[src/include/pto_pkg.sv]
// Purpose: Shared constants and types of the timer output and pulse control block.
// Assumes: AXI4-Lite with 32-bit data and 8-bit byte addresses.
// Notes: Each register takes one aligned word.
package pto_pkg;
  localparam int unsigned ADDR_W = 8;
  localparam logic [7:0] OFF_CTRL = 8'h00;
  localparam logic [7:0] OFF_OUT = 8'h04;
  localparam logic [7:0] OFF_PRESC = 8'h08;
  localparam logic [7:0] OFF_PERIOD = 8'h0C;
  localparam logic [7:0] OFF_DUTY = 8'h10;
  localparam logic [7:0] OFF_COUNT = 8'h14;
  localparam logic [7:0] OFF_IRQ_STAT = 8'h18;
  localparam logic [7:0] OFF_IRQ_MASK = 8'h1C;
  localparam logic [7:0] OFF_CAP_A = 8'h20;
  localparam logic [7:0] OFF_CAP_B = 8'h24;
  localparam int unsigned CTRL_RUN_BIT = 0;
  localparam int unsigned CTRL_PIN_OUT_BIT = 1;
  localparam int unsigned CTRL_CLEAR_BIT = 2;
  localparam int unsigned OUT_INV_PERIOD_BIT = 0;
  localparam int unsigned OUT_INV_DUTY_BIT = 1;
  localparam int unsigned OUT_TOE_BIT = 2;
  localparam int unsigned OUT_OSPE_BIT = 3;
  localparam int unsigned OUT_SET_LVL_BIT = 4;
  localparam int unsigned OUT_RST_LVL_BIT = 5;
  localparam int unsigned OUT_TRIG_BIT = 6;
  localparam int unsigned PRESC_CLK_LSB = 0;
  localparam int unsigned PRESC_EDGE_A_LSB = 2;
  localparam int unsigned PRESC_EDGE_B_LSB = 4;
  localparam int unsigned IRQ_PERIOD_BIT = 0;
  localparam int unsigned IRQ_DUTY_BIT = 1;
  localparam int unsigned IRQ_CAP_A_BIT = 2;
  localparam int unsigned IRQ_CAP_B_BIT = 3;
  localparam logic [2:0] CTRL_RESET = 3'h0;
  localparam logic [3:0] OUT_RESET = 4'h0;
  localparam logic [5:0] PRESC_RESET = 6'h00;
  localparam logic [15:0] CMP_RESET = 16'h0000;
  localparam logic [3:0] IRQ_MASK_RESET = 4'hF;
  localparam logic [1:0] CLK_DIV1 = 2'h0;
  localparam logic [1:0] CLK_DIV2 = 2'h1;
  localparam logic [1:0] CLK_DIV4 = 2'h2;
  localparam logic [1:0] CLK_EDGE_A = 2'h3;
  localparam logic [1:0] RING_DIV_LAST = 2'h3;
  localparam logic [1:0] RESP_OKAY = 2'h0;
  localparam logic [1:0] RESP_SLVERR = 2'h2;
  typedef enum logic [1:0] {
    PTO_EDGE_NONE = 2'h0,
    PTO_EDGE_RISE = 2'h1,
    PTO_EDGE_FALL = 2'h2,
    PTO_EDGE_BOTH = 2'h3
  } pto_edge_type;
  typedef enum logic [1:0] {
    PTO_OS_IDLE = 2'h0,
    PTO_OS_ACTIVE = 2'h1
  } pto_os_state_type;
endpackage

[src/design/pto_edge_det.sv]
// Purpose: Valid-edge detector for one synchronised capture input.
// Assumes: The input is already synchronised to aclk.
// Notes: The previous level starts low so a high input is seen as rising at first enable.
`timescale 1ns/1ps
module pto_edge_det
  import pto_pkg::*;
(
  input wire logic aclk,
  input wire logic aresetn,
  input wire logic ce,
  input wire logic level,
  input wire logic run,
  input wire logic ever_run,
  input wire logic [1:0] edge_sel,
  output logic edge_pulse
);
  logic prev_q;
  logic prev_d;
  logic rise;
  logic fall;

  always_comb begin
    rise = level & ~prev_q;
    fall = ~level & prev_q;
    prev_d = prev_q;
    if (run || ever_run) begin
      prev_d = level; // RULE_09
    end
    edge_pulse = 1'b0;
    if (run) begin
      case (edge_sel)
        PTO_EDGE_RISE: edge_pulse = rise; // RULE_08
        PTO_EDGE_FALL: edge_pulse = fall;
        PTO_EDGE_BOTH: edge_pulse = rise | fall; // RULE_08
        default: edge_pulse = 1'b0;
      endcase
    end
  end

  always_ff @(posedge aclk) begin
    if (!aresetn) begin
      prev_q <= 1'b0;
    end else if (ce) begin
      prev_q <= prev_d;
    end
  end
endmodule

[src/design/pto_timer_out.sv]
// Purpose: 16-bit timer output control, one-shot trigger and pulse generation with AXI4-Lite.
// Assumes: Pins are asynchronous and pass two flip-flops; aresetn is synchronous.
// Notes: The status register clears on read; the interrupt is a level.
//
// The register offsets and the AXI4-Lite interface to the registers are this design's own decisions.
`timescale 1ns/1ps
// What the block and its software must do
// RULE_01: Software sets the one-shot trigger only while one-shot mode is enabled.
// RULE_02: Software spaces trigger writes by at least two count clocks.
// RULE_03: Software never sets the set-level bit before or together with the output enable.
// RULE_04: Software writes inversions, enable and one-shot mode first, levels in a later write.
// RULE_05: When the CPU runs from the ring oscillator the count clock is that clock divided.
// RULE_06: Software writes the prescaler only while the counter is stopped.
// RULE_07: Software does not pair capture input A as count clock with it as trigger or clear.
// RULE_08: A capture input high after reset gives a rising edge at first enable.
// RULE_09: A capture input high at re-enable after a stop gives no rising edge.
// RULE_10: The shared pin is either capture input B or the timer output, never both.
// RULE_11: Software keeps the duty value strictly below the period value.
// RULE_12: The pulse period is period plus one count clocks and the width duty plus one.
// RULE_13: Software clears duty inversion and masks the duty interrupt before a duty rewrite.
// RULE_14: Software waits one count clock, restores duty inversion, then clears the flag.
// RULE_15: The one-shot trigger bit clears itself and always reads zero.
// RULE_16: The set-level and reset-level bits always read zero.
// RULE_17: With inversion enabled the output toggles on each period or duty match.
module pto_timer_out
  import pto_pkg::*;
(
  input wire logic aclk,
  input wire logic aresetn,
  input wire logic ce,
  input wire logic [7:0] s_axi_awaddr,
  input wire logic s_axi_awvalid,
  output logic s_axi_awready,
  input wire logic [31:0] s_axi_wdata,
  input wire logic [3:0] s_axi_wstrb,
  input wire logic s_axi_wvalid,
  output logic s_axi_wready,
  output logic [1:0] s_axi_bresp,
  output logic s_axi_bvalid,
  input wire logic s_axi_bready,
  input wire logic [7:0] s_axi_araddr,
  input wire logic s_axi_arvalid,
  output logic s_axi_arready,
  output logic [31:0] s_axi_rdata,
  output logic [1:0] s_axi_rresp,
  output logic s_axi_rvalid,
  input wire logic s_axi_rready,
  input wire logic capture_input_a,
  input wire logic shared_port_pin_i,
  output logic shared_port_pin_o,
  output logic shared_port_pin_oe,
  input wire logic cpu_on_internal_ring_oscillator,
  input wire logic internal_ring_oscillator,
  output logic irq
);
  logic aw_held_q, aw_held_d, w_held_q, w_held_d;
  logic [7:0] awaddr_q, awaddr_d;
  logic [31:0] wdata_q, wdata_d;
  logic [3:0] wstrb_q, wstrb_d;
  logic awready_q, awready_d, wready_q, wready_d, bvalid_q, bvalid_d;
  logic [1:0] bresp_q, bresp_d, rresp_q, rresp_d;
  logic arready_q, arready_d, rvalid_q, rvalid_d;
  logic [31:0] rdata_q, rdata_d;
  logic [2:0] ctrl_q, ctrl_d;
  logic [3:0] outctl_q, outctl_d;
  logic [5:0] presc_q, presc_d;
  logic [15:0] period_compare_reg_q, period_compare_reg_d;
  logic [15:0] duty_compare_reg_q, duty_compare_reg_d;
  logic [15:0] main_counter_q, main_counter_d;
  logic [15:0] cap_a_q, cap_a_d, cap_b_q, cap_b_d;
  logic [3:0] irq_stat_q, irq_stat_d, irq_mask_q, irq_mask_d;
  logic irq_q, irq_d;
  logic out_ff_q, out_ff_d, pin_o_q, pin_o_d, pin_oe_q, pin_oe_d;
  pto_os_state_type os_state_q, os_state_d;
  logic ever_run_q, ever_run_d;
  logic [1:0] div_q, div_d, ring_div_q, ring_div_d;
  logic cap_a_s1_q, cap_a_s2_q, shared_s1_q, shared_s2_q;
  logic ring_sel_s1_q, ring_sel_s2_q, ring_s1_q, ring_s2_q, ring_prev_q;
  logic edge_a, edge_b, running, tick, ring_edge, period_hit, duty_hit;
  logic aw_take, w_take, do_write, ar_take;
  logic [7:0] wr_addr;
  logic [31:0] wr_data, wr_merge, wr_mask;
  logic [3:0] wr_strb, irq_events;

  pto_edge_det u_edge_a (
    .aclk(aclk),
    .aresetn(aresetn),
    .ce(ce),
    .level(cap_a_s2_q),
    .run(ctrl_q[CTRL_RUN_BIT]),
    .ever_run(ever_run_q),
    .edge_sel(presc_q[PRESC_EDGE_A_LSB +: 2]),
    .edge_pulse(edge_a)
  );

  // Capture input B is only listened to while the shared pin is an input.
  pto_edge_det u_edge_b (
    .aclk(aclk),
    .aresetn(aresetn),
    .ce(ce),
    .level(shared_s2_q & ~ctrl_q[CTRL_PIN_OUT_BIT]), // RULE_10
    .run(ctrl_q[CTRL_RUN_BIT]),
    .ever_run(ever_run_q),
    .edge_sel(presc_q[PRESC_EDGE_B_LSB +: 2]),
    .edge_pulse(edge_b)
  );

  always_comb begin
    ring_edge = ring_s2_q & ~ring_prev_q;
    ring_div_d = ring_edge ? ring_div_q + 2'h1 : ring_div_q;
    div_d = div_q + 2'h1;
    if (ring_sel_s2_q) begin
      tick = ring_edge && (ring_div_q == RING_DIV_LAST); // RULE_05
    end else begin
      case (presc_q[PRESC_CLK_LSB +: 2])
        CLK_DIV1: tick = 1'b1;
        CLK_DIV2: tick = div_q[0];
        CLK_DIV4: tick = (div_q == 2'h3);
        CLK_EDGE_A: tick = edge_a;
        default: tick = 1'b0;
      endcase
    end
  end

  always_comb begin
    aw_take = s_axi_awvalid & awready_q;
    w_take = s_axi_wvalid & wready_q;
    ar_take = s_axi_arvalid & arready_q;
    awaddr_d = aw_take ? s_axi_awaddr : awaddr_q;
    wdata_d = w_take ? s_axi_wdata : wdata_q;
    wstrb_d = w_take ? s_axi_wstrb : wstrb_q;
    aw_held_d = aw_held_q | aw_take;
    w_held_d = w_held_q | w_take;
    do_write = aw_held_d & w_held_d & ~bvalid_q;
    wr_addr = awaddr_d;
    wr_data = wdata_d;
    wr_strb = wstrb_d;
    wr_mask = {{8{wr_strb[3]}}, {8{wr_strb[2]}}, {8{wr_strb[1]}}, {8{wr_strb[0]}}};
    wr_merge = 32'h0000_0000;
    bvalid_d = bvalid_q & ~s_axi_bready;
    bresp_d = bresp_q;
    ctrl_d = ctrl_q;
    outctl_d = outctl_q;
    presc_d = presc_q;
    period_compare_reg_d = period_compare_reg_q;
    duty_compare_reg_d = duty_compare_reg_q;
    irq_mask_d = irq_mask_q;
    out_ff_d = out_ff_q;
    os_state_d = os_state_q;
    main_counter_d = main_counter_q;
    cap_a_d = cap_a_q;
    cap_b_d = cap_b_q;
    irq_stat_d = irq_stat_q;
    running = ctrl_q[CTRL_RUN_BIT] &
      (~outctl_q[OUT_OSPE_BIT] | (os_state_q == PTO_OS_ACTIVE));
    period_hit = running & tick & (main_counter_q == period_compare_reg_q);
    duty_hit = running & tick & (main_counter_q == duty_compare_reg_q);
    ever_run_d = ever_run_q | ctrl_q[CTRL_RUN_BIT];
    if (!ctrl_q[CTRL_RUN_BIT]) begin
      main_counter_d = 16'h0000;
      os_state_d = PTO_OS_IDLE;
    end else if (running && tick) begin
      if (period_hit && (ctrl_q[CTRL_CLEAR_BIT] || outctl_q[OUT_OSPE_BIT])) begin
        main_counter_d = 16'h0000; // RULE_12
      end else begin
        main_counter_d = main_counter_q + 16'h0001;
      end
    end
    if (period_hit && outctl_q[OUT_OSPE_BIT]) begin
      os_state_d = PTO_OS_IDLE;
    end
    if ((period_hit && outctl_q[OUT_INV_PERIOD_BIT]) ^
        (duty_hit && outctl_q[OUT_INV_DUTY_BIT])) begin
      out_ff_d = ~out_ff_q; // RULE_17
    end
    if (edge_a) begin
      cap_a_d = main_counter_q;
    end
    if (edge_b) begin
      cap_b_d = main_counter_q;
    end
    if (do_write) begin
      aw_held_d = 1'b0;
      w_held_d = 1'b0;
      bvalid_d = 1'b1;
      bresp_d = RESP_OKAY;
      case (wr_addr)
        OFF_CTRL: begin
          wr_merge = (wr_data & wr_mask) | ({29'h0, ctrl_q} & ~wr_mask);
          ctrl_d = wr_merge[2:0];
        end
        OFF_OUT: begin
          wr_merge = (wr_data & wr_mask) | ({28'h0, outctl_q} & ~wr_mask);
          outctl_d = wr_merge[3:0];
          if (wr_strb[0] && wr_data[OUT_SET_LVL_BIT]) begin
            out_ff_d = 1'b1;
          end else if (wr_strb[0] && wr_data[OUT_RST_LVL_BIT]) begin
            out_ff_d = 1'b0;
          end
          // The trigger is an action only; nothing of it is stored.
          if (wr_strb[0] && wr_data[OUT_TRIG_BIT] && wr_merge[OUT_OSPE_BIT] &&
              ctrl_q[CTRL_RUN_BIT] && (os_state_q == PTO_OS_IDLE)) begin
            os_state_d = PTO_OS_ACTIVE; // RULE_15
            main_counter_d = 16'h0000;
          end
        end
        OFF_PRESC: begin
          wr_merge = (wr_data & wr_mask) | ({26'h0, presc_q} & ~wr_mask);
          presc_d = wr_merge[5:0];
        end
        OFF_PERIOD: begin
          wr_merge = (wr_data & wr_mask) | ({16'h0, period_compare_reg_q} & ~wr_mask);
          period_compare_reg_d = wr_merge[15:0];
        end
        OFF_DUTY: begin
          wr_merge = (wr_data & wr_mask) | ({16'h0, duty_compare_reg_q} & ~wr_mask);
          duty_compare_reg_d = wr_merge[15:0];
        end
        OFF_IRQ_MASK: begin
          wr_merge = (wr_data & wr_mask) | ({28'h0, irq_mask_q} & ~wr_mask);
          irq_mask_d = wr_merge[3:0];
        end
        OFF_COUNT, OFF_IRQ_STAT, OFF_CAP_A, OFF_CAP_B: bresp_d = RESP_OKAY;
        default: bresp_d = RESP_SLVERR;
      endcase
    end
    awready_d = ~aw_held_d & ~bvalid_d;
    wready_d = ~w_held_d & ~bvalid_d;
    rvalid_d = rvalid_q & ~s_axi_rready;
    rdata_d = rdata_q;
    rresp_d = rresp_q;
    if (ar_take) begin
      rvalid_d = 1'b1;
      rresp_d = RESP_OKAY;
      case (s_axi_araddr)
        OFF_CTRL: rdata_d = {29'h0, ctrl_q};
        OFF_OUT: rdata_d = {28'h0, outctl_q}; // RULE_16
        OFF_PRESC: rdata_d = {26'h0, presc_q};
        OFF_PERIOD: rdata_d = {16'h0, period_compare_reg_q};
        OFF_DUTY: rdata_d = {16'h0, duty_compare_reg_q};
        OFF_COUNT: rdata_d = {16'h0, main_counter_q};
        OFF_IRQ_STAT: begin
          rdata_d = {28'h0, irq_stat_q};
          irq_stat_d = 4'h0;
        end
        OFF_IRQ_MASK: rdata_d = {28'h0, irq_mask_q};
        OFF_CAP_A: rdata_d = {16'h0, cap_a_q};
        OFF_CAP_B: rdata_d = {16'h0, cap_b_q};
        default: begin
          rdata_d = 32'h0000_0000;
          rresp_d = RESP_SLVERR;
        end
      endcase
    end
    arready_d = ~rvalid_d;
    // New events are merged after the read clear so none is lost.
    irq_events = {edge_b, edge_a, duty_hit, period_hit};
    irq_stat_d = irq_stat_d | irq_events;
    irq_d = |(irq_stat_d & ~irq_mask_d);
    pin_oe_d = ctrl_d[CTRL_PIN_OUT_BIT]; // RULE_10
    pin_o_d = ctrl_d[CTRL_PIN_OUT_BIT] & outctl_d[OUT_TOE_BIT] & out_ff_d;
  end

  always_ff @(posedge aclk) begin
    if (!aresetn) begin
      aw_held_q <= 1'b0;
      w_held_q <= 1'b0;
      awaddr_q <= 8'h00;
      wdata_q <= 32'h0000_0000;
      wstrb_q <= 4'h0;
      awready_q <= 1'b0;
      wready_q <= 1'b0;
      bvalid_q <= 1'b0;
      bresp_q <= RESP_OKAY;
      arready_q <= 1'b0;
      rvalid_q <= 1'b0;
      rdata_q <= 32'h0000_0000;
      rresp_q <= RESP_OKAY;
      ctrl_q <= CTRL_RESET;
      outctl_q <= OUT_RESET;
      presc_q <= PRESC_RESET;
      period_compare_reg_q <= CMP_RESET;
      duty_compare_reg_q <= CMP_RESET;
      main_counter_q <= CMP_RESET;
      cap_a_q <= CMP_RESET;
      cap_b_q <= CMP_RESET;
      irq_stat_q <= 4'h0;
      irq_mask_q <= IRQ_MASK_RESET;
      irq_q <= 1'b0;
      out_ff_q <= 1'b0;
      pin_o_q <= 1'b0;
      pin_oe_q <= 1'b0;
      os_state_q <= PTO_OS_IDLE;
      ever_run_q <= 1'b0;
      div_q <= 2'h0;
      ring_div_q <= 2'h0;
      cap_a_s1_q <= 1'b0;
      cap_a_s2_q <= 1'b0;
      shared_s1_q <= 1'b0;
      shared_s2_q <= 1'b0;
      ring_sel_s1_q <= 1'b0;
      ring_sel_s2_q <= 1'b0;
      ring_s1_q <= 1'b0;
      ring_s2_q <= 1'b0;
      ring_prev_q <= 1'b0;
    end else if (ce) begin
      aw_held_q <= aw_held_d;
      w_held_q <= w_held_d;
      awaddr_q <= awaddr_d;
      wdata_q <= wdata_d;
      wstrb_q <= wstrb_d;
      awready_q <= awready_d;
      wready_q <= wready_d;
      bvalid_q <= bvalid_d;
      bresp_q <= bresp_d;
      arready_q <= arready_d;
      rvalid_q <= rvalid_d;
      rdata_q <= rdata_d;
      rresp_q <= rresp_d;
      ctrl_q <= ctrl_d;
      outctl_q <= outctl_d;
      presc_q <= presc_d;
      period_compare_reg_q <= period_compare_reg_d;
      duty_compare_reg_q <= duty_compare_reg_d;
      main_counter_q <= main_counter_d;
      cap_a_q <= cap_a_d;
      cap_b_q <= cap_b_d;
      irq_stat_q <= irq_stat_d;
      irq_mask_q <= irq_mask_d;
      irq_q <= irq_d;
      out_ff_q <= out_ff_d;
      pin_o_q <= pin_o_d;
      pin_oe_q <= pin_oe_d;
      os_state_q <= os_state_d;
      ever_run_q <= ever_run_d;
      div_q <= div_d;
      ring_div_q <= ring_div_d;
      cap_a_s1_q <= capture_input_a;
      cap_a_s2_q <= cap_a_s1_q;
      shared_s1_q <= shared_port_pin_i;
      shared_s2_q <= shared_s1_q;
      ring_sel_s1_q <= cpu_on_internal_ring_oscillator;
      ring_sel_s2_q <= ring_sel_s1_q;
      ring_s1_q <= internal_ring_oscillator;
      ring_s2_q <= ring_s1_q;
      ring_prev_q <= ring_s2_q;
    end
  end

  assign s_axi_awready = awready_q;
  assign s_axi_wready = wready_q;
  assign s_axi_bvalid = bvalid_q;
  assign s_axi_bresp = bresp_q;
  assign s_axi_arready = arready_q;
  assign s_axi_rvalid = rvalid_q;
  assign s_axi_rdata = rdata_q;
  assign s_axi_rresp = rresp_q;
  assign shared_port_pin_o = pin_o_q;
  assign shared_port_pin_oe = pin_oe_q;
  assign irq = irq_q;
endmodule

[config.mk]
export PLATFORM = sky130hd
export DESIGN_NAME = pto_timer_out
export DESIGN_NICKNAME = d
export VERILOG_FILES = /design/src/include/pto_pkg.sv /design/src/design/pto_edge_det.sv /design/src/design/pto_timer_out.sv
export SDC_FILE = /design/constraint.sdc
export NUM_CORES = 1
export LEC_CHECK = 0
export BUFFER_PORTS_ARGS = -buffer_cell sky130_fd_sc_hd__clkbuf_2
export CELL_PAD_IN_SITES_DETAIL_PLACEMENT = 0
export CELL_PAD_IN_SITES_GLOBAL_PLACEMENT = 1
export CORE_ASPECT_RATIO = 1.1
export CORE_MARGIN = 1
export CORE_UTILIZATION = 48
export DETAILED_ROUTE_END_ITERATION = 10
export PLACE_DENSITY = 0.9
export SYNTH_ARGS = -nofsm -noshare
export SYNTH_HDL_FRONTEND = slang
export SYNTH_SLANG_ARGS = --single-unit
[constraint.sdc]
create_clock -name aclk -period 4.5 [get_ports aclk]
set_input_delay 1.35 -clock aclk [delete_from_list [all_inputs] [get_ports aclk]]
set_output_delay 1.35 -clock aclk [all_outputs]
set_load 0.02 [all_outputs]
---- After elaboration in Yosys (flattened, before gate mapping) ----
Index checks and enable logic that the tools add are counted.
cells by class
  order comparisons ....................... 0
  add/subtract/negate cells ............... 3
  muxes and demuxes ....................... 40
  reductions and logical operators ........ 32
  multipliers ............................. 0
  shift-type cells ........................ 0
  equal/unequal tests ..................... 32
  divide/modulo/power cells ............... 0
  bitwise gates (word level) .............. 60
operators with widths
  kind                                           number
  case mux 16 bit (10 select lines)              1
  2-to-1 mux 16 bit                              6
  == test 8 x 5 -> 1 bit, second input constant  8
  bitwise AND 16 bit                             3
  == test 16 bit                                 2
  == test 8 x 4 -> 1 bit, second input constant  4
  == test 8 x 6 -> 1 bit, second input constant  4
  2-to-1 mux 32 bit                              1
  bitwise OR 16 bit                              2
  bitwise AND 1 bit                              21
  2-to-1 mux 4 bit                               5
  OR reduction 10 bit                            2
  2-to-1 mux 2 bit                               9
  adder 16 x 1 -> 16 bit, second input constant  1
  == test 2 bit, second input constant           8
  == test 8 x 3 -> 1 bit, second input constant  2
  zero test 8 bit                                2
  inverter 16 bit                                1
  inverter 1 bit                                 15
  AND reduction 3 bit                            5
  bitwise AND 4 bit                              3
  logical AND 1 bit                              12
  2-to-1 mux 1 bit                               12
  bitwise OR 4 bit                               3
  other kinds (17)                               35
storage, ports and cells
  register bits after elaboration ......... 209
  memory bits (read-only) ................. 0
  word-level logic and storage cells ...... 210
  output and inout port bits .............. 44
  memories ................................ 0
  memory bits (writable) .................. 0
  bits in latches ......................... 0

---- Depth between registers and ports, before layout ----
Gate-level depths: netlist of the first run.
  depth after elaboration ................. 17
  depth in mapped cells ................... 11

---- By module ----
From an unflattened synthesis of the first run, not the netlist that was laid out.
unflattened totals
  cells, all modules ...................... 974
  area, all modules ....................... 8200.4 um^2
modules (own cells, without submodules)
  module         area an instance (um^2)  times used  cells each  seq. area each (um^2)
  pto_timer_out  7990.2                   1           946         3423.3
  pto_edge_det   105.1                    2           14          20.0

---- Worst setup path after synthesis of the first run ----
Ideal clock, no wire load.
  path type ............................... input to register
  from .................................... input port s_axi_awaddr[0]
  to ...................................... register main_counter_q[9]
  arrival ................................. 3.205 ns
  path slack .............................. 1.175 ns
  stages .................................. 7
  cells stage by stage .................... or4_4 -> nor3_4 -> o2111ai_4 -> o31a_1 -> o211a_4 -> and3_1 -> a211o_1
on the way
  word-level cells in the longest chain between the ends .. 4
ends and longest elaborated chain
  what                    line                  source
  start: declaration      pto_timer_out.sv:31   input wire logic [7:0] s_axi_awaddr,
  2-to-1 mux 8 bit        pto_timer_out.sv:129  awaddr_d = aw_take ? s_axi_awaddr : awaddr_q;
  == test 8 x 3 -> 1 bit  pto_timer_out.sv:187  case (wr_addr)
  2-to-1 mux 16 bit       pto_timer_out.sv:187
  2-to-1 mux 16 bit       pto_timer_out.sv:182  if (do_write) begin
  end signal: assignment  pto_timer_out.sv:325  main_counter_q <= main_counter_d;
  end: declaration        pto_timer_out.sv:69   logic [15:0] main_counter_q, main_counter_d;
Every way passes these cells.
A chain may end at the register's enable or synchronous reset.

==> results of run 1 <==
-- cells in the final DEF (no fill, tap or decap), types with 20 or more instances in the layout --
cell                       count
sky130_fd_sc_hd__a21boi_0     28
sky130_fd_sc_hd__a21oi_1      44
sky130_fd_sc_hd__a22oi_1      31
sky130_fd_sc_hd__buf_4        20
sky130_fd_sc_hd__clkbuf_2     70
sky130_fd_sc_hd__dfxtp_1     173
sky130_fd_sc_hd__mux2i_1      80
sky130_fd_sc_hd__nand2_1     113
sky130_fd_sc_hd__nand3_1      24
sky130_fd_sc_hd__nor2_1       63
sky130_fd_sc_hd__nor2b_1      65
sky130_fd_sc_hd__o211a_1      21
-- path summary, 6_finish.rpt --
path,slack (ns),from,to,cells after the start
hold / removal,0.44,os_state_q[1]$_SDFFE_PN0P_,os_state_q[1]$_SDFFE_PN0P_,2
setup reg to reg,1.49,cap_a_s2_q$_SDFFE_PN0P_,main_counter_q[9]$_SDFFE_PN0P_,9
hold reg to reg,0.44,os_state_q[1]$_SDFFE_PN0P_,os_state_q[1]$_SDFFE_PN0P_,2
setup / recovery,1.22,s_axi_awvalid,register,8
-- cells in the mapped netlist (3+ instances only) --
| library cell | count | share of area |
|---|---|---|
| sky130_fd_sc_hd__dfxtp_1 | 173 | 0.40 |
| sky130_fd_sc_hd__nand2_1 | 113 | 0.049 |
| sky130_fd_sc_hd__mux2i_1 | 80 | 0.093 |
| sky130_fd_sc_hd__nor2b_1 | 65 | 0.047 |
| sky130_fd_sc_hd__nor2_1 | 63 | 0.027 |
| sky130_fd_sc_hd__clkbuf_1 | 47 | 0.020 |
| sky130_fd_sc_hd__a21oi_1 | 44 | 0.025 |
| sky130_fd_sc_hd__a22oi_1 | 31 | 0.027 |
| sky130_fd_sc_hd__a21boi_0 | 28 | 0.024 |
| sky130_fd_sc_hd__nand3_1 | 24 | 0.014 |
| sky130_fd_sc_hd__o211a_1 | 21 | 0.024 |
| sky130_fd_sc_hd__buf_4 | 19 | 0.016 |
| sky130_fd_sc_hd__o21ai_0 | 19 | 0.011 |
| sky130_fd_sc_hd__nor3_1 | 17 | 0.0098 |
| sky130_fd_sc_hd__xnor2_1 | 17 | 0.017 |
| sky130_fd_sc_hd__xor2_1 | 17 | 0.017 |
| sky130_fd_sc_hd__a31oi_1 | 13 | 0.0094 |
| sky130_fd_sc_hd__inv_1 | 12 | 0.0052 |
| sky130_fd_sc_hd__a222oi_1 | 11 | 0.013 |
| sky130_fd_sc_hd__and3_1 | 10 | 0.0072 |
| sky130_fd_sc_hd__nor3b_1 | 10 | 0.0087 |
| sky130_fd_sc_hd__mux2_2 | 8 | 0.010 |
| sky130_fd_sc_hd__nand2b_1 | 8 | 0.0058 |
| sky130_fd_sc_hd__nand4_1 | 8 | 0.0058 |
| sky130_fd_sc_hd__ha_1 | 7 | 0.010 |
| sky130_fd_sc_hd__nor4_1 | 7 | 0.0051 |
| sky130_fd_sc_hd__and2_1 | 6 | 0.0043 |
| sky130_fd_sc_hd__buf_1 | 6 | 0.0026 |
| sky130_fd_sc_hd__buf_2 | 6 | 0.0035 |
| sky130_fd_sc_hd__a22o_1 | 5 | 0.0051 |
| sky130_fd_sc_hd__o211ai_1 | 4 | 0.0035 |
| sky130_fd_sc_hd__o221ai_1 | 4 | 0.0040 |
| sky130_fd_sc_hd__a21o_1 | 3 | 0.0026 |
| sky130_fd_sc_hd__a41o_1 | 3 | 0.0035 |
| sky130_fd_sc_hd__nand3b_1 | 3 | 0.0026 |
| sky130_fd_sc_hd__nor3_4 | 3 | 0.0056 |
| sky130_fd_sc_hd__o21a_1 | 3 | 0.0026 |
| sky130_fd_sc_hd__o31a_1 | 3 | 0.0030 |
| sky130_fd_sc_hd__o31ai_1 | 3 | 0.0026 |
| sky130_fd_sc_hd__or3_1 | 3 | 0.0022 |
-- metal layers --
metal / vias up / routed length, microns
li1: 3524 / -
met1: 3417 / 10000
met2: 251 / 10700
met3: 66 / 1360
met4: 0 / 862
met5: - / 0
-- final cells by class --
cell class	instances	area, sq um
clock buffer	17	425
inverter	14	52.6
fill	1618	7920
clock inverter	15	201
sequential	173	3460
timing repair buffer	90	500
multi-input combinational	720	4810
tap	238	298
-- through the flow --
stage	hold slack [ns]	power (mW)	setup slack [ns]	util
2_1_floorplan	0.420	1.75	1.17	-
3_3_place_gp	0.431	1.81	0.773	0.516
3_5_place_dp	0.437	1.81	0.762	0.516
4_1_cts	0.446	3.36	1.22	0.552
5_1_grt	0.473	3.44	1.02	0.552
6_report	0.445	3.34	1.22	0.552
-- power by group through the flow --
stage / combinational [mW] / clock (mW) / sequential, mW
floorplan: 0.150 / 0 / 1.60
global placement: 0.208 / 0 / 1.60
detailed placement: 0.211 / 0 / 1.60
CTS: 0.211 / 1.58 / 1.56
global route: 0.230 / 1.65 / 1.57
finish: 0.211 / 1.56 / 1.56
-- cells by family after synthesis --
kind of cell	synth area share
xor gates and xnor gates	0.0344
AOI/OAI and AO/OA	0.188
buffers and inverters	0.0516
other	0.000433
muxes	0.107
DFF	0.400
and+or+nand+nor	0.208
adders and majority gates	0.0101
-- worst reg2reg max path, cell delays in order (launching register included) --
cell,delay (ns)
sky130_fd_sc_hd__dfxtp_1,0.37
sky130_fd_sc_hd__inv_1,0.07
sky130_fd_sc_hd__ha_1,0.29
sky130_fd_sc_hd__nand2_1,0.07
sky130_fd_sc_hd__a32o_1,0.32
sky130_fd_sc_hd__o311ai_2,0.36
sky130_fd_sc_hd__nor3_1,0.80
sky130_fd_sc_hd__nand3_1,0.18
sky130_fd_sc_hd__and3_1,0.22
sky130_fd_sc_hd__a211o_1,0.25
==> results.txt, run 1 <==
----------------------------------------------------
[Setup path]
  Nature of the critical path startpoint ... input pin
  Critical Path Sink Type ... register
  Ordered list of cells on the worst path ... clkbuf_2 > and2_1 > mux2i_2 > o211ai_1 > or3_1 > nand2_1 > o21ai_0 > and2_1
  Data arrival time of the critical path ... 3.61 ns
  Slowest CP cell ... sky130_fd_sc_hd__or3_1
  Largest stage delay, worst path ... 0.63 ns
  Type of the setup path with the least slack ... in -> reg
  Required time at the endpoint of the critical path ... 4.84 ns
  Top fanout value on the critical path ... 11
  Buffers & Inverters on Critical Path ... 1
  Dominant cell type by count on the critical path ... sky130_fd_sc_hd__and2_1
  Crit path max-delay family ... simple AND/OR/NAND/NOR gates

[Logic synthesis]
  Number of distinct library cell variants in the gate-level netlist after synthesis ... 74
  Seq/Total Area, Yosys ... 0.400
  Share of async-settable or async-resettable flops after synthesis ... 0
  Number of enable flip-flop cells after synthesis ... 0
  Ys Warns ... 0
  Yosys reg bits ... 173
  Flip-flop cell with the highest count after synthesis ... sky130_fd_sc_hd__dfxtp_1
  Syn Area/Cell ... 8.92 sq um
  Cells after Synth ... 970
  Post-synthesis instance area ... 8650 sq um

[Clocking]
  H-Tree Depth ... 4
  Clock insertion delay at the later pin of the skew report ... 0.44 ns
  Resized Gates After CTS ... 0
  Clock net sink count ... 173
  Cell at the root of the clock tree ... sky130_fd_sc_hd__clkbuf_16
  Number of hold buffers added after cts ... 0
  Setup fix buffers added after clock tree synthesis ... 0
  Worst-case clock buffer depth ... 2
  CTS clk-pin slew, worst paths ... 0.07 ns
  CTS tree ... done
  TritonCTS Buffers ... 17

[Global route]
  Number of global-route vias before repair ... 6932
  Maximum number of pins on one net before global-route repair ... 51
  GR Util met3 ... 0.0408
  Congestion Overflow GR ... 0
  Grt met2 use ... 0.422
  Aggregate global-route resource usage ... 0.257
  Global-route wire length before repair ... 36.2 mm
  Met1 GRT Util ... 0.327
  Busiest layer in global routing ... met2
  Antenna violations before repair ... 0

[Place]
  Weighted congestion reported at the end of routability-driven placement ... 0.865
  Placed Cells incl. Taps ... 1235
  Number of I/O port buffers ... 71
  Placed Instance Area ... 9130 sq um
  Detailed-placement wirelength estimate ... 15.9 mm

[Status]
  Status ... complete, but fails checks
  Violations in the final reports ... design-rule violations

[Power and ir drop]
  Combinational cell fraction of total power ... 0.063
  Internal power of the cells ... 2.52 mW
  Switching power ... 821 uW
  Peak supply drop ... 0.244 mV
  Part of the power in registers ... 0.468
  Power per Cell Area ... 342 nW/um^2
  Leak ... 3.98 nW
  Clock share of power ... 0.468
  Switching power as a share of total power ... 0.246

[Floorplanning]
  Die Footprint ... 18600 sq um
  Row count ... 51
  Die width ... 130 microns
  Core outline area ... 17700 sq um
  Initial cell density of the core ... 0.489
  Ports ... 108
  Height of the die ... 143 microns

[Final layout]
  Antenna diode count ... 0
  Non-Filler Instances ... 1267
  Synth-to-layout area growth ... 12.7%
  Fraction of final layout cells sized beyond drive strength 1 ... 0.146
  Net count, final ... 1087
  Cell area after layout ... 9750 sq um

[Timing]
  Final setup violating endpoints ... 0
  Tightest Pin Transition ... 1.06 ns
  Post-route fraction of the period consumed by the critical path ... 0.728
  Hold violation total from the final report ... 0
  Total Neg Setup Slack ... 0 ns
  Slew Limit Headroom ... 0.295
  Time the final worst path needs with I/O delays and setup ... 3.28 ns
  Top achievable clock speed ... 0.305 GHz
  Setup repair after global routing missed its margin ... false
  Number of max-slew violations in the final report ... 0
  Final Skew ... 0.0157 ns

[Drt]
  Number of iterations in the first detailed-routing pass ... 9
  Overall via count from detail_route ... 7258
  Count of antenna-violating nets left after detailed routing ... 0
  Detailed Route Iter0 Violations ... 483
  Number of DRC violations after detailed routing ... 2
  Post-detailed-route wirelength per cell ... 18.1 microns
  Detailed-route wire length ... 22.9 mm
  Vias/cell ... 5.73

[Worst hold path]
  Hold WC Path Type ... reg -> reg

[Job]
  Number of maximum-capacitance constraint violations ... 0

----------------------------------------------------
Power figures use the tool's default switching activity.
==> inputs of run 2 (changes only) <==
- CORE_UTILIZATION: 48 -> 40
- PLACE_DENSITY: 0.9 -> 0.8
- clock period: 4.5 -> 2.65 ns (I/O delays scaled with it)
==> results.txt, run 2 (synthesized netlist as in run 1, its figures left out) <==
----------------------------------------------------
[Status]
  Status ... completed

[Floorplanning]
  Core outline area ... 21300 sq um (+21%)
  Row count ... 56 (+9.8%)
  Height of the die ... 156 microns (+9.4%)
  Ports ... 108 (unchanged)
  Die width ... 142 microns (+9.4%)
  Initial cell density of the core ... 0.406 (-0.0833)
  Die Footprint ... 22200 sq um (+20%)

[Setup path]
  Critical Path Sink Type ... register
  Dominant cell type by count on the critical path ... sky130_fd_sc_hd__nor3_4
  Critical register-to-register path startpoint ... main_counter_q[11]$_SDFFE_PN0P_
  Worst Setup SP ... s_axi_awaddr[0]
  Type of the setup path with the least slack ... in -> reg
  Data arrival time of the critical path ... 2.97 ns (-0.64 ns)
  Nature of the critical path startpoint ... input pin
  Top fanout value on the critical path ... 5 (-6)
  Largest stage delay, worst path ... 0.55 ns (-0.08 ns)
  WP depth ... 10 (+2)
  Reg2reg path depth ... 8 (-1)
  Worst R2R Setup Slack ... 0.15 ns (-1.34 ns)
  Buffers & Inverters on Critical Path ... 3 (+2)
  Reg-to-reg endpoint ... shared_port_pin_o$_SDFFE_PN0P_
  Slowest CP cell ... sky130_fd_sc_hd__or4_4
  Required time at the endpoint of the critical path ... 3.03 ns (-1.81 ns)
  Crit path max-delay family ... simple AND/OR/NAND/NOR gates
  Critical path destination ... irq$_SDFFE_PN0P_
  Ordered list of cells on the worst path ... clkbuf_2 > or4_4 > nor3_4 > o2111ai_4 > buf_12 > nor3_4 > buf_4 > mux2_1 > o22ai_1 > o31a_1

[Clocking]
  Clock net sink count ... 173 (unchanged)
  Worst-case clock buffer depth ... 2 (unchanged)
  H-Tree Depth ... 4 (unchanged)
  Clock insertion delay at the later pin of the skew report ... 0.43 ns (about the same)
  TritonCTS Buffers ... 17 (unchanged)
  CTS clk-pin slew, worst paths ... 0.07 ns (about the same)
  CTS tree ... done
  Number of hold buffers added after cts ... 0 (unchanged)
  Cell at the root of the clock tree ... sky130_fd_sc_hd__clkbuf_16

[Final layout]
  Synth-to-layout area growth ... 21.9%
  Number of filler instances in the final layout ... 2037 (+26%)
  Fraction of final layout cells sized beyond drive strength 1 ... 0.217 (+0.0711)
  Most common library cell in the layout ignoring fill and taps ... sky130_fd_sc_hd__dfxtp_1
  Antenna diode count ... 0 (unchanged)
  Commonest cells after routing, fill and taps aside ... 173 x sky130_fd_sc_hd__dfxtp_1, 112 x sky130_fd_sc_hd__nand2_1, 91 x sky130_fd_sc_hd__buf_4
  Net count, final ... 1169 (+7.5%)
  Non-Filler Instances ... 1401 (+11%)

[Place]
  Detailed-placement wirelength estimate ... 17.3 mm (+9.2%)
  Weighted congestion reported at the end of routability-driven placement ... 0.856 (-0.97%)
  Number of I/O port buffers ... 71 (unchanged)
  Pre-CTS WS ... -0.365 ns (-1.13 ns)
  Placed Cells incl. Taps ... 1368 (+11%)

[Timing]
  Number of max-slew violations in the final report ... 0 (unchanged)
  Hold violation total from the final report ... 0 (unchanged)
  Worst hold slack ... 0.447 ns (+0.00204 ns)
  Time the final worst path needs with I/O delays and setup ... 2.59 ns
  Top achievable clock speed ... 0.386 GHz
  Slew Limit Headroom ... 0.238 (-0.0563)
  Tightest Pin Transition ... 1.14 ns (+0.0843 ns)
  Post-route fraction of the period consumed by the critical path ... 0.977
  Final setup violating endpoints ... 0 (unchanged)
  Final worst slack ... 0.0611 ns (-1.16 ns)
  Final Skew ... 0.00790 ns (-0.00782 ns)

[Global route]
  Number of global-route vias before repair ... 6954 (+0.32%)
  Antenna violations before repair ... 0 (unchanged)
  Maximum number of pins on one net before global-route repair ... 127 (+150%)
  Congestion Overflow GR ... 0 (unchanged)
  Aggregate global-route resource usage ... 0.226 (-0.0310)
  Global-route wire length before repair ... 38.4 mm (+6.1%)

[Power and ir drop]
  Peak supply drop ... 0.405 mV (+66%)
  Final total power ... 5.42 mW (+62%)
  Leak ... 4.41 nW (+11%)
  Power per Cell Area ... 514 nW/um^2 (+50%)

[Drt]
  Count of antenna-violating nets left after detailed routing ... 0 (unchanged)
  Vias/cell ... 5.34 (-6.8%)
  Overall via count from detail_route ... 7480 (+3.1%)
  Detailed Route Iter0 Violations ... 483 (unchanged)
  Post-detailed-route wirelength per cell ... 17.4 microns (-3.9%)
  Number of DRC violations after detailed routing ... 0 (-2)
  Number of iterations in the first detailed-routing pass ... 6 (-3)
  Detailed-route wire length ... 24.4 mm (+6.3%)

[Job]
  Number of maximum-capacitance constraint violations ... 0 (unchanged)

[Worst hold path]
  Hold WC Path Type ... reg -> reg

----------------------------------------------------
-- run 2: cell count changes in the layout (fill, tap and decap cells not counted), sizes merged --
cell,before,now
buf,20,102
bufinv,3,0
clkbuf,87,89
clkinv,3,4
clkinvlp,3,4
inv,20,19
-- run 2: per-stage QoR --
step | instance area [sq um] | setup TNS [ns] | utilization
3_3_place_gp | 9980 | -9.35 | 0.468
2_1_floorplan | 8760 | -1.01 | -
5_1_grt | 10500 | -0.00983 | 0.495
4_1_cts | 10500 | 0 | 0.494
6_report | 10500 | 0 | 0.495
3_5_place_dp | 9980 | -10.21 | 0.468
-- run 2: layout make-up --
class | count | area, sq um | area share
Clock buffer | 19 | 433 | 0.0410
Clock inverter | 13 | 108 | 0.0102
Inverter | 14 | 52.6 | 0.00498
Multi-Input combinational cell | 720 | 4870 | 0.462
Sequential cell | 173 | 3460 | 0.328
Tap cell | 290 | 363 | 0.0344
Timing Repair Buffer | 172 | 1250 | 0.119
-- run 2: routing by layer --
metal,GRT usage,wire (microns),share of wire,up-vias
met2,0.373,11400,0.47,224
li1,-,-,-,3704
met3,0.0416,1300,0.053,38
met5,0,0,0,-
met4,0.0952,693,0.028,0
met1,0.289,10900,0.45,3514
-- run 2: where the power goes --
part	leakage (nW)	switching, mW	internal [mW]
clock network	0.253	1.14	1.22
registers	1.40	0.0255	2.63
logic	2.76	0.242	0.167
total	4.41	1.40	4.02
-- run 2: worst min path at each step --
stage                          startpoint                         end  slack [ns]  depth (start not counted)
2_1_floorplan  os_state_q[1]$_SDFFE_PN0P_  os_state_q[1]$_SDFFE_PN0P_        0.42                          2
3_3_place_gp   os_state_q[1]$_SDFFE_PN0P_  os_state_q[1]$_SDFFE_PN0P_        0.43                          2
3_5_place_dp   os_state_q[1]$_SDFFE_PN0P_  os_state_q[1]$_SDFFE_PN0P_        0.44                          2
4_1_cts        os_state_q[1]$_SDFFE_PN0P_  os_state_q[1]$_SDFFE_PN0P_        0.45                          2
5_1_grt          awaddr_q[1]$_SDFFE_PN0P_    awaddr_q[1]$_SDFFE_PN0P_        0.47                          2
6_report       os_state_q[1]$_SDFFE_PN0P_  os_state_q[1]$_SDFFE_PN0P_        0.45                          2
-- run 2: worst reg2reg max path: stages (launching register included) --
cell and delay, ns:
sky130_fd_sc_hd__dfxtp_1 0.38, sky130_fd_sc_hd__xnor2_1 0.35, sky130_fd_sc_hd__nand4_1 0.25, sky130_fd_sc_hd__nor4_4 0.38
sky130_fd_sc_hd__buf_4 0.20, sky130_fd_sc_hd__a211oi_1 0.09, sky130_fd_sc_hd__or2_2 0.32, sky130_fd_sc_hd__a211o_1 0.26
sky130_fd_sc_hd__a22o_1 0.17
-- run 2: repair_timing --
item	in CTS	in global routing
gates resized for setup	0	6
endpoints found under the setup margin	0	9
setup buffers	0	1
